<file path="config.mk">
export PLATFORM = sky130hd
export DESIGN_NAME = eda_nv_access
export DESIGN_NICKNAME = d
export VERILOG_FILES = /design/src/logic/eda_pkg.sv /design/src/logic/eda_nv_access.sv
export SDC_FILE = /design/constraint.sdc
export NUM_CORES = 1
export LEC_CHECK = 0
export BUFFER_PORTS_ARGS = -buffer_cell sky130_fd_sc_hd__buf_4
export CAP_MARGIN = 10
export CORE_ASPECT_RATIO = 0.7
export CORE_MARGIN = 4
export CORE_UTILIZATION = 45
export DETAILED_ROUTE_END_ITERATION = 8
export SLEW_MARGIN = 20
export SYNTH_ARGS = -nofsm -noshare
export SYNTH_HDL_FRONTEND = slang
export SYNTH_SLANG_ARGS = --single-unit
</file>
<file path="constraint.sdc">
create_clock -name clock_in -period 3.45 [get_ports clock_in]
set_clock_uncertainty 0.05 [all_clocks]
set_input_delay 0.69 -clock clock_in [delete_from_list [all_inputs] [get_ports clock_in]]
set_output_delay 0.69 -clock clock_in [all_outputs]
set_load 0.05 [all_outputs]
</file>
<file path="src/logic/eda_pkg.sv">
// Constants shared by the nonvolatile data access front end
`default_nettype none
package eda_pkg;
    // Register placement: sector select plus offset within the sector
    localparam logic EDA_SECTOR_DIRECT = 1'h0;
    localparam logic EDA_SECTOR_CONTROL = 1'h1;
    localparam logic [7:0] EDA_OFS_ADDRESS = 8'h1e;
    localparam logic [7:0] EDA_OFS_DATA = 8'h1f;
    localparam logic [7:0] EDA_OFS_CONTROL = 8'h40;
    // Control register field positions
    localparam int EDA_BIT_WRITE_PERMIT = 3;
    localparam int EDA_BIT_WRITE_TRIGGER = 2;
    localparam int EDA_BIT_READ_PERMIT = 1;
    localparam int EDA_BIT_READ_TRIGGER = 0;
    // Address field width and array depth
    localparam int EDA_ADDR_BITS = 6;
    localparam int EDA_DEPTH = 64;
    // Reset values
    localparam logic [7:0] EDA_RESET_ADDRESS = 8'h00;
    localparam logic [7:0] EDA_RESET_DATA = 8'h00;
    localparam logic [3:0] EDA_RESET_CONTROL = 4'h0;
    // Timing: clock rate and write time in their own units
    localparam int EDA_CLOCK_MHZ = 250;
    localparam int EDA_WRITE_TIME_US = 4000;
    localparam int EDA_WRITE_CYCLES = EDA_WRITE_TIME_US * EDA_CLOCK_MHZ;
    localparam int EDA_READ_CYCLES = 2;
    // Access cycle states
    typedef enum logic [1:0] {
        EDA_IDLE,
        EDA_READING,
        EDA_WRITING
    } eda_state_t;
endpackage
`default_nettype wire

</file>
<file path="src/logic/eda_nv_access.sv">
// Register front end and storage for the byte-wide nonvolatile data array
//
// Behaviour
// - Array of 64 bytes, reached only via registers
// - One byte per access; sector placement of registers
// - Address and data registers are directly addressable
// - Address register: six bits, top two zero
// - Data register: full byte, resets to zero
// - Control bits 7..4 read zero; reset zero
// - Write permit clear blocks every write start; a running write completes
// - Write trigger starts write, hardware clears it
// - Write trigger ignored unless permit set before
// - Read permit clear blocks every read start; a running read completes
// - Read trigger gated, self clears, data held
// - Write end sets sticky done flag and a one-cycle request pulse
`timescale 1ns/100ps
`default_nettype none
module eda_nv_access import eda_pkg::*; #(
    parameter int WRITE_CYCLES = EDA_WRITE_CYCLES
) (
    input wire logic clock_in,
    input wire logic reset_in,
    input wire logic sfr_sector_in,
    input wire logic [7:0] sfr_offset_in,
    input wire logic sfr_write_in,
    input wire logic sfr_read_in,
    input wire logic [7:0] sfr_wdata_in,
    output var logic [7:0] sfr_rdata_out,
    input wire logic write_done_clear_in,
    output var logic write_done_flag_out,
    output var logic mf_request_out,
    output logic busy_out
);
    // Cycle counter width covers the longest timed cycle
    localparam int CNT_W = $clog2(WRITE_CYCLES + 1);
    localparam logic [CNT_W-1:0] WRITE_LAST = CNT_W'(WRITE_CYCLES - 1);
    localparam logic [CNT_W-1:0] READ_LAST = CNT_W'(EDA_READ_CYCLES - 1);

    logic [7:0] mem [EDA_DEPTH]; // The byte array itself
    logic [EDA_ADDR_BITS-1:0] nv_address; // Software address register
    logic [7:0] nv_data; // Software data register
    logic write_permit; // Control bit 3
    logic write_trigger; // Control bit 2, busy while writing
    logic read_permit; // Control bit 1
    logic read_trigger; // Control bit 0, busy while reading
    eda_state_t state; // Access cycle state
    logic [CNT_W-1:0] cycle_count; // Timer for the running cycle
    logic [EDA_ADDR_BITS-1:0] cycle_addr; // Address frozen at cycle start
    logic [7:0] cycle_data; // Byte frozen at write start

    // Register decode strobes
    logic hit_address;
    logic hit_data;
    logic hit_control;
    logic wr_address;
    logic wr_data;
    logic wr_control;
    logic write_go;
    logic read_go;
    logic write_end;
    logic read_end;

    // Address compare per register
    assign hit_address = (sfr_sector_in == EDA_SECTOR_DIRECT) && (sfr_offset_in == EDA_OFS_ADDRESS);
    assign hit_data = (sfr_sector_in == EDA_SECTOR_DIRECT) && (sfr_offset_in == EDA_OFS_DATA);
    assign hit_control = (sfr_sector_in == EDA_SECTOR_CONTROL) && (sfr_offset_in == EDA_OFS_CONTROL);
    assign wr_address = sfr_write_in && hit_address;
    assign wr_data = sfr_write_in && hit_data;
    assign wr_control = sfr_write_in && hit_control;

    // Start only from idle and only with the permit already stored
    assign write_go = wr_control && sfr_wdata_in[EDA_BIT_WRITE_TRIGGER] && write_permit
                      && (state == EDA_IDLE);
    // Write wins if both triggers arrive together
    assign read_go = wr_control && sfr_wdata_in[EDA_BIT_READ_TRIGGER] && read_permit
                     && (state == EDA_IDLE) && !write_go;
    assign write_end = (state == EDA_WRITING) && (cycle_count == WRITE_LAST);
    assign read_end = (state == EDA_READING) && (cycle_count == READ_LAST);
    assign busy_out = (state != EDA_IDLE);

    // Address register, upper bits not stored
    always_ff @(posedge clock_in) begin
        if (reset_in) begin
            nv_address <= EDA_RESET_ADDRESS[EDA_ADDR_BITS-1:0];
        end else if (wr_address) begin
            nv_address <= sfr_wdata_in[EDA_ADDR_BITS-1:0];
        end
    end

    // Data register: software load, or read result at cycle end
    always_ff @(posedge clock_in) begin
        if (reset_in) begin
            nv_data <= EDA_RESET_DATA;
        end else if (read_end) begin
            nv_data <= mem[cycle_addr];
        end else if (wr_data) begin
            nv_data <= sfr_wdata_in;
        end
    end

    // Permit bits are plain software bits
    always_ff @(posedge clock_in) begin
        if (reset_in) begin
            write_permit <= EDA_RESET_CONTROL[EDA_BIT_WRITE_PERMIT];
            read_permit <= EDA_RESET_CONTROL[EDA_BIT_READ_PERMIT];
        end else if (wr_control) begin
            write_permit <= sfr_wdata_in[EDA_BIT_WRITE_PERMIT];
            read_permit <= sfr_wdata_in[EDA_BIT_READ_PERMIT];
        end
    end

    // Trigger bits: set by an accepted start, cleared by hardware only
    always_ff @(posedge clock_in) begin
        if (reset_in) begin
            write_trigger <= EDA_RESET_CONTROL[EDA_BIT_WRITE_TRIGGER];
            read_trigger <= EDA_RESET_CONTROL[EDA_BIT_READ_TRIGGER];
        end else begin
            if (write_go) begin
                write_trigger <= 1'h1;
            end else if (write_end) begin
                write_trigger <= 1'h0;
            end
            if (read_go) begin
                read_trigger <= 1'h1;
            end else if (read_end) begin
                read_trigger <= 1'h0;
            end
        end
    end

    // Cycle sequencer and timer, independent of instruction flow
    always_ff @(posedge clock_in) begin
        if (reset_in) begin
            state <= EDA_IDLE;
            cycle_count <= '0;
        end else begin
            case (state)
                EDA_IDLE: begin
                    cycle_count <= '0;
                    if (write_go) begin
                        state <= EDA_WRITING;
                    end else if (read_go) begin
                        state <= EDA_READING;
                    end
                end
                EDA_WRITING: begin
                    if (write_end) begin
                        state <= EDA_IDLE;
                    end else begin
                        cycle_count <= cycle_count + 1'h1;
                    end
                end
                EDA_READING: begin
                    if (read_end) begin
                        state <= EDA_IDLE;
                    end else begin
                        cycle_count <= cycle_count + 1'h1;
                    end
                end
                default: begin
                    state <= EDA_IDLE;
                end
            endcase
        end
    end

    // Snapshot of address and byte taken only at cycle start
    always_ff @(posedge clock_in) begin
        if (reset_in) begin
            cycle_addr <= '0;
            cycle_data <= '0;
        end else if (write_go || read_go) begin
            cycle_addr <= nv_address;
            cycle_data <= nv_data;
        end
    end

    // Array update, reached only through a permitted write cycle
    always_ff @(posedge clock_in) begin
        if (write_end) begin
            mem[cycle_addr] <= cycle_data;
        end
    end

    // Completion flags; a new completion beats a clear
    always_ff @(posedge clock_in) begin
        if (reset_in) begin
            write_done_flag_out <= 1'h0;
            mf_request_out <= 1'h0;
        end else begin
            mf_request_out <= write_end;
            if (write_end) begin
                write_done_flag_out <= 1'h1;
            end else if (write_done_clear_in) begin
                write_done_flag_out <= 1'h0;
            end
        end
    end

    // Registered read data, one cycle after the read strobe
    always_ff @(posedge clock_in) begin
        if (reset_in) begin
            sfr_rdata_out <= 8'h00;
        end else if (sfr_read_in) begin
            if (hit_address) begin
                sfr_rdata_out <= {2'h0, nv_address};
            end else if (hit_data) begin
                sfr_rdata_out <= nv_data;
            end else if (hit_control) begin
                sfr_rdata_out <= {4'h0, write_permit, write_trigger, read_permit, read_trigger};
            end else begin
                sfr_rdata_out <= 8'h00;
            end
        end
    end
endmodule
`default_nettype wire

</file>
==> impl_metrics.env, run 1 <==
export IMPL_seqPwrFrac=0.549
export IMPL_multi_input_area_um2=6130
export IMPL_root_buffer="clkbuf_16"
export IMPL_dpl_cell_count=2071
export IMPL_rows=69
export IMPL_drive_gt1_frac=0.278
export IMPL_port_buffer_count=32
export IMPL_endpoint_kind="register"
export IMPL_fin_nets=1479
export IMPL_power_share_clock=0.448
export IMPL_hold_viol=0
export IMPL_period_needed_ns=3.18
export IMPL_r2r_start="cycle_count[6]"
export IMPL_switching_power_mw=2.61
export IMPL_ys_types=68
export IMPL_p_per_area_nw_per_um2=512
export IMPL_grt_max_degree=58
export IMPL_ys_top_cells_by_count="edfxtp_1, mux4_2, nor2_1, dfxtp_1"
export IMPL_worstPathArrival_ns=3.41
export IMPL_max_freq_ghz=0.315
export IMPL_crit_buf_inv=1
export IMPL_cts_sinks=582
export IMPL_finalSetupTns_ns=0
export IMPL_crit_family="simple AND/OR/NAND/NOR gates"
export IMPL_clock_path_buffers=3
export IMPL_ios=33
export IMPL_yosysWarnings=0
export IMPL_vdd_drop_max_mv=0.377
export IMPL_cts_made_buffers=53
export IMPL_netlist_area_um2=23300
export IMPL_grt_setup_unrepaired="no"
export IMPL_internal_power_mw=11.1
export IMPL_tightest_slew_ns=0.990
export IMPL_finalNonFillerCells=2169
export IMPL_slew_headroom=0.323
export IMPL_setup_viol=0
export IMPL_synthTopCellsByArea="edfxtp_1, mux4_2, dfxtp_1"
export IMPL_antenna_found_initial=0
export IMPL_drt_iter0_drc=1430
export IMPL_synth_most_common_cell="edfxtp_1"
export IMPL_die_area_um2=55600
export IMPL_gp_congestion=0.851
export IMPL_synthCells=1327
export IMPL_yosysSeqAreaShare=0.719
export IMPL_coreArea_um2=51000
export IMPL_synth_fp_nets=1354
export IMPL_cpPeakStageDelay_ns=0.92
export IMPL_ctsHoldBuffers=0
export IMPL_drt_total_wl_um=57300
export IMPL_first_pass_iters=7
export IMPL_overflow=0
export IMPL_critPathKind="register to register"
export IMPL_placed_area_um2=25000
export IMPL_synth_ff_type="edfxtp_1"
export IMPL_utilization=0.526
export IMPL_worst_hold_path_type="input pin to register"
export IMPL_cts_tree="built"
export IMPL_die_w_um=280
export IMPL_cts_resized=0
export IMPL_wire_per_inst_um=26.4
export IMPL_preCtsSetupSlack_ns=0.362
export IMPL_startpoint="cycle_count[6]"
export IMPL_synth_top_area_frac=0.659
export IMPL_post_route_period_util=0.922
export IMPL_ant_nets=0
export IMPL_swShare=0.190
export IMPL_synth_top_area_cell="edfxtp_1"
export IMPL_path_cells="nor4_1 -> and2_1 -> nand4_2 -> or4b_1 -> nor2_1 -> buf_4"
export IMPL_avgSynthCellArea_um2=17.6
export IMPL_num_vias=12800
export IMPL_initial_utilization=0.457
export IMPL_drt_vias_per_instance=5.91
export IMPL_combPwrFrac=0.004
export IMPL_fill_cells=4067
export IMPL_cts_htree_levels=2
export IMPL_ys_ff_latch=582
export IMPL_required_ns=3.68
export IMPL_globalRouteTotalUtil=0.208
export IMPL_postCtsSetupBuffers=0
export IMPL_crit_path_top_delay_cell="or4b_1"
export IMPL_hold_start="sfr_wdata_in[4]"
export IMPL_die_h_um=199
export IMPL_grt_pass1_vias=12800
export IMPL_worst_slack_ns=0.270
export IMPL_seqCellArea_um2=16800
export IMPL_design_area_um2=26800
export IMPL_status="finished, final reports clean"
export IMPL_leakage_nw=7.57
export IMPL_synthArstFlopShare=0
export IMPL_grt_pass1_wl_um=85400
export IMPL_synth_edf_count=512
export IMPL_clk_pin_slew_ns=0.07
export IMPL_area_delta_synth_final_pct=15.0
export IMPL_cp_start_kind="register"
export IMPL_worstPathMaxFanout=8
export IMPL_hpwl_um=37800
export IMPL_slew_viol_final=0
export IMPL_drc_errors=0
export IMPL_worstSkewPairLatency_ns=0.58
export IMPL_antenna_cells=0
export IMPL_cap_violations=0
-- tightest hold or removal path, cell delays in order --
cell and delay [ns]:
buf_4 0.09, mux2i_1 0.06, nor2_1 0.07
-- flip-flops by register name, summed over array words and instances, names as in the netlist, 2 cells and up, named ones only --
signal and flops:
sfr_rdata_out 8, cycle_addr 6, mem 512, nv_address 6, cycle_data 8, state 2
nv_data 8, cycle_count 20
-- layout by cell type, fill, tap and decap left out, types with 10 or more instances in the layout --
| cell | count |
|---|---|
| edfxtp_1 | 512 |
| buf_4 | 147 |
| mux4_2 | 113 |
| nor2_1 | 104 |
| dfxtp_1 | 58 |
| clkbuf_16 | 55 |
| nand3_1 | 52 |
| mux2i_1 | 52 |
| mux2_2 | 32 |
| nand2_1 | 29 |
| a21oi_1 | 29 |
| a22oi_1 | 23 |
| nand2b_1 | 16 |
| nand4_1 | 15 |
| o21ai_0 | 15 |
| clkinv_1 | 15 |
| inv_1 | 12 |
| nor3_1 | 10 |
| nor2b_1 | 10 |
| dfxtp_2 | 10 |
| clkinv_2 | 10 |
-- cells by family (layout without fill, tap and decap cells) --
family,count (synthesis),count (layout),share of synthesized area
compound gates,141,141,0.0438
fa+ha+maj,5,5,0.00268
buf+inv,95,263,0.0182
flops,582,582,0.719
mux,197,197,0.147
simple gates,307,307,0.0694
-- path summary, 6_finish.rpt --
| path | to | depth (start not counted) | slack, ns |
|---|---|---|---|
| worst min-delay path | nv_address[4] | 3 | 0.31 |
| worst max-delay path | mem[20][0] | 6 | 0.27 |
| worst max register to register | mem[20][0] | 6 | 0.27 |
| worst min register to register | sfr_rdata_out[5] | 2 | 0.42 |
-- cell type report --
| cell class | instances | area share |
|---|---|---|
| Sequential cell | 582 | 0.626 |
| Multi-Input combinational cell | 650 | 0.228 |
| Clock buffer | 58 | 0.0517 |
| Timing Repair Buffer | 152 | 0.0449 |
| Tap cell | 674 | 0.0314 |
| Clock inverter | 40 | 0.0159 |
| Inverter | 13 | 0.00182 |
-- per-stage QoR --
step / power [mW] / hold WS, ns
detailed placement: 7.74 / 0.412
finish: 13.7 / 0.314
global placement: 7.74 / 0.412
global route: 14.2 / 0.283
floorplan: 7.71 / 0.407
CTS: 13.9 / 0.284
-- metal layers --
| metal | part of all wire | GRT usage |
|---|---|---|
| met3 | 0.092 | 0.0580 |
| met4 | 0.015 | 0.0353 |
| met1 | 0.46 | 0.322 |
| met2 | 0.43 | 0.299 |
| met5 | 0 | 0 |
-- power groups by stage --
stage | clock, mW | combinational (mW) | sequential, mW
2_1_floorplan | 0 | 0.0201 | 7.69
3_3_place_gp | 0 | 0.0506 | 7.69
3_5_place_dp | 0 | 0.0508 | 7.69
4_1_cts | 6.27 | 0.0508 | 7.54
5_1_grt | 6.58 | 0.0560 | 7.53
6_report | 6.15 | 0.0515 | 7.54
Note: power is estimated with default switching activity, not from simulation.
==> run 2, diff against run 1 <==
- CELL_PAD_IN_SITES_DETAIL_PLACEMENT: default -> 0
- CELL_PAD_IN_SITES_GLOBAL_PLACEMENT: default -> 1
- CORE_MARGIN: 4 -> default
- PLACE_DENSITY_LB_ADDON: default -> 0.1
==> run 2 against run 1 <==
Hold slack worse by 0.0062 ns. First-iteration DRC count is 13% lower. Non-clock buffer count is 3 lower. Count of clock-buffer cells in the layout is 15 higher. Power is 0.48% higher. Largest power group unchanged. Global-route usage is 1.8 points higher.
==> impl_metrics.env, run 2 (synthesized netlist as in run 1, its figures left out) <==
export IMPL_setup_viol=0
export IMPL_gp_congestion=0.816
export IMPL_drt_vias_per_instance=5.89
export IMPL_vdd_drop_max_mv=0.415
export IMPL_layout_common_cells="edfxtp_1, buf_4, mux4_2"
export IMPL_hpwl_um=38900
export IMPL_worstPathMaxFanout=40
export IMPL_cts_made_buffers=56
export IMPL_worstHoldPathCells=3
export IMPL_finalSetupTns_ns=0
export IMPL_ios=33
export IMPL_die_h_um=193
export IMPL_antenna_found_initial=0
export IMPL_r2r_cells=5
export IMPL_post_route_period_util=0.892
export IMPL_cts_sinks=582
export IMPL_wire_per_inst_um=27.0
export IMPL_slew_viol_final=0
export IMPL_endpoint_kind="register"
export IMPL_leakage_nw=7.57
export IMPL_finalNonFillerCells=2167
export IMPL_fin_nets=1479
export IMPL_required_ns=3.85
export IMPL_cts_htree_levels=2
export IMPL_grt_pass1_vias=12300
export IMPL_cts_resized=0
export IMPL_grt_setup_unrepaired="no"
export IMPL_slew_headroom=0.377
export IMPL_rows=69
export IMPL_p_per_area_nw_per_um2=515
export IMPL_seqCellArea_um2=16800
export IMPL_postCtsSetupBuffers=0
export IMPL_grt_pass1_wl_um=85600
export IMPL_design_area_um2=26800
export IMPL_worst_hold_path_type="input pin to register"
export IMPL_drt_iter0_drc=1245
export IMPL_drc_errors=0
export IMPL_drive_gt1_frac=0.274
export IMPL_top_register="mem"
export IMPL_drt_total_wl_um=58600
export IMPL_globalRouteTotalUtil=0.226
export IMPL_overflow=0
export IMPL_reg_top3="mem: 512 flops, cycle_count: 20 flops"
export IMPL_port_buffer_count=32
export IMPL_hold_viol=0
export IMPL_clock_path_buffers=3
export IMPL_root_buffer="clkbuf_16"
export IMPL_area_delta_synth_final_pct=15.0
export IMPL_status="finished, final reports clean"
export IMPL_num_vias=12800
export IMPL_tightest_slew_ns=0.934
export IMPL_worstSkewPairLatency_ns=0.59
export IMPL_dpl_cell_count=2068
export IMPL_cp_start_kind="register"
export IMPL_critPathKind="register to register"
export IMPL_ctsHoldBuffers=0
export IMPL_final_common_cell="edfxtp_1"
export IMPL_largest_register_ffs=512
export IMPL_period_needed_ns=3.08
export IMPL_die_w_um=274
export IMPL_power_mw=13.8
export IMPL_fill_cells=4140
export IMPL_initial_utilization=0.458
export IMPL_coreArea_um2=50900
export IMPL_multi_input_area_um2=6130
export IMPL_placed_area_um2=25000
export IMPL_cts_tree="built"
export IMPL_first_pass_iters=5
export IMPL_clk_pin_slew_ns=0.07
export IMPL_ant_nets=0
export IMPL_cap_violations=0
export IMPL_grt_max_degree=66
export IMPL_worstPathArrival_ns=3.48
export IMPL_die_area_um2=52800
export IMPL_antenna_cells=0
export IMPL_max_freq_ghz=0.325
[run 2: cell count changes in the layout (fill, tap and decap cells not counted), moves of 2 or more]
cell,change
clkinv_1,-7
clkinvlp_4,-6
clkbuf_16,+2
buf_4,-3
clkinv_2,-2
clkbuf_1,+12
clkinv_4,+2
[run 2: final timing paths]
kind,from,endpoint,slack [ns]
hold / removal,sfr_wdata_in[5],nv_address[5],0.31
hold reg to reg,sfr_rdata_out[6],sfr_rdata_out[6],0.42
setup reg to reg,register,nv_data[4],0.37
setup / recovery,register,nv_data[4],0.37
[run 2: area by class of cell]
cell class,count,area share
Sequential cell,582,0.626
Multi-Input combinational cell,650,0.229
Clock buffer,73,0.0558
Timing Repair Buffer,149,0.0440
Tap cell,674,0.0314
Clock inverter,26,0.0124
Inverter,13,0.00182
[run 2: layer usage]
metal  part of all wire  vias up  global-route usage
met5                  0        -                   0
met4              0.013        0              0.0423
met3              0.071       61              0.0484
met2               0.42      392               0.308
met1               0.49     6667               0.368
li1                   -     5634                   -
[run 2: critical path, stage by stage, from the launching register on]
cell and delay [ns]:
dfxtp_4 0.92, buf_4 0.37, mux4_2 0.55, mux4_2 0.48
a32oi_1 0.38, o21ai_0 0.15
[run 2: stage by stage]
stage | hold slack [ns] | util | worst slack (ns)
global placement | 0.411 | 0.491 | 0.302
floorplan | 0.407 | - | 0.860
finish | 0.308 | 0.527 | 0.371
detailed placement | 0.418 | 0.491 | 0.302
global route | 0.289 | 0.527 | 0.189
CTS | 0.279 | 0.527 | 0.302
[run 2: power breakdown]
part           internal [mW]  switching, mW  total [mW]
sequential              7.54       0.000158        7.54
combinational         0.0217         0.0314      0.0531
clock                   3.64           2.58        6.21
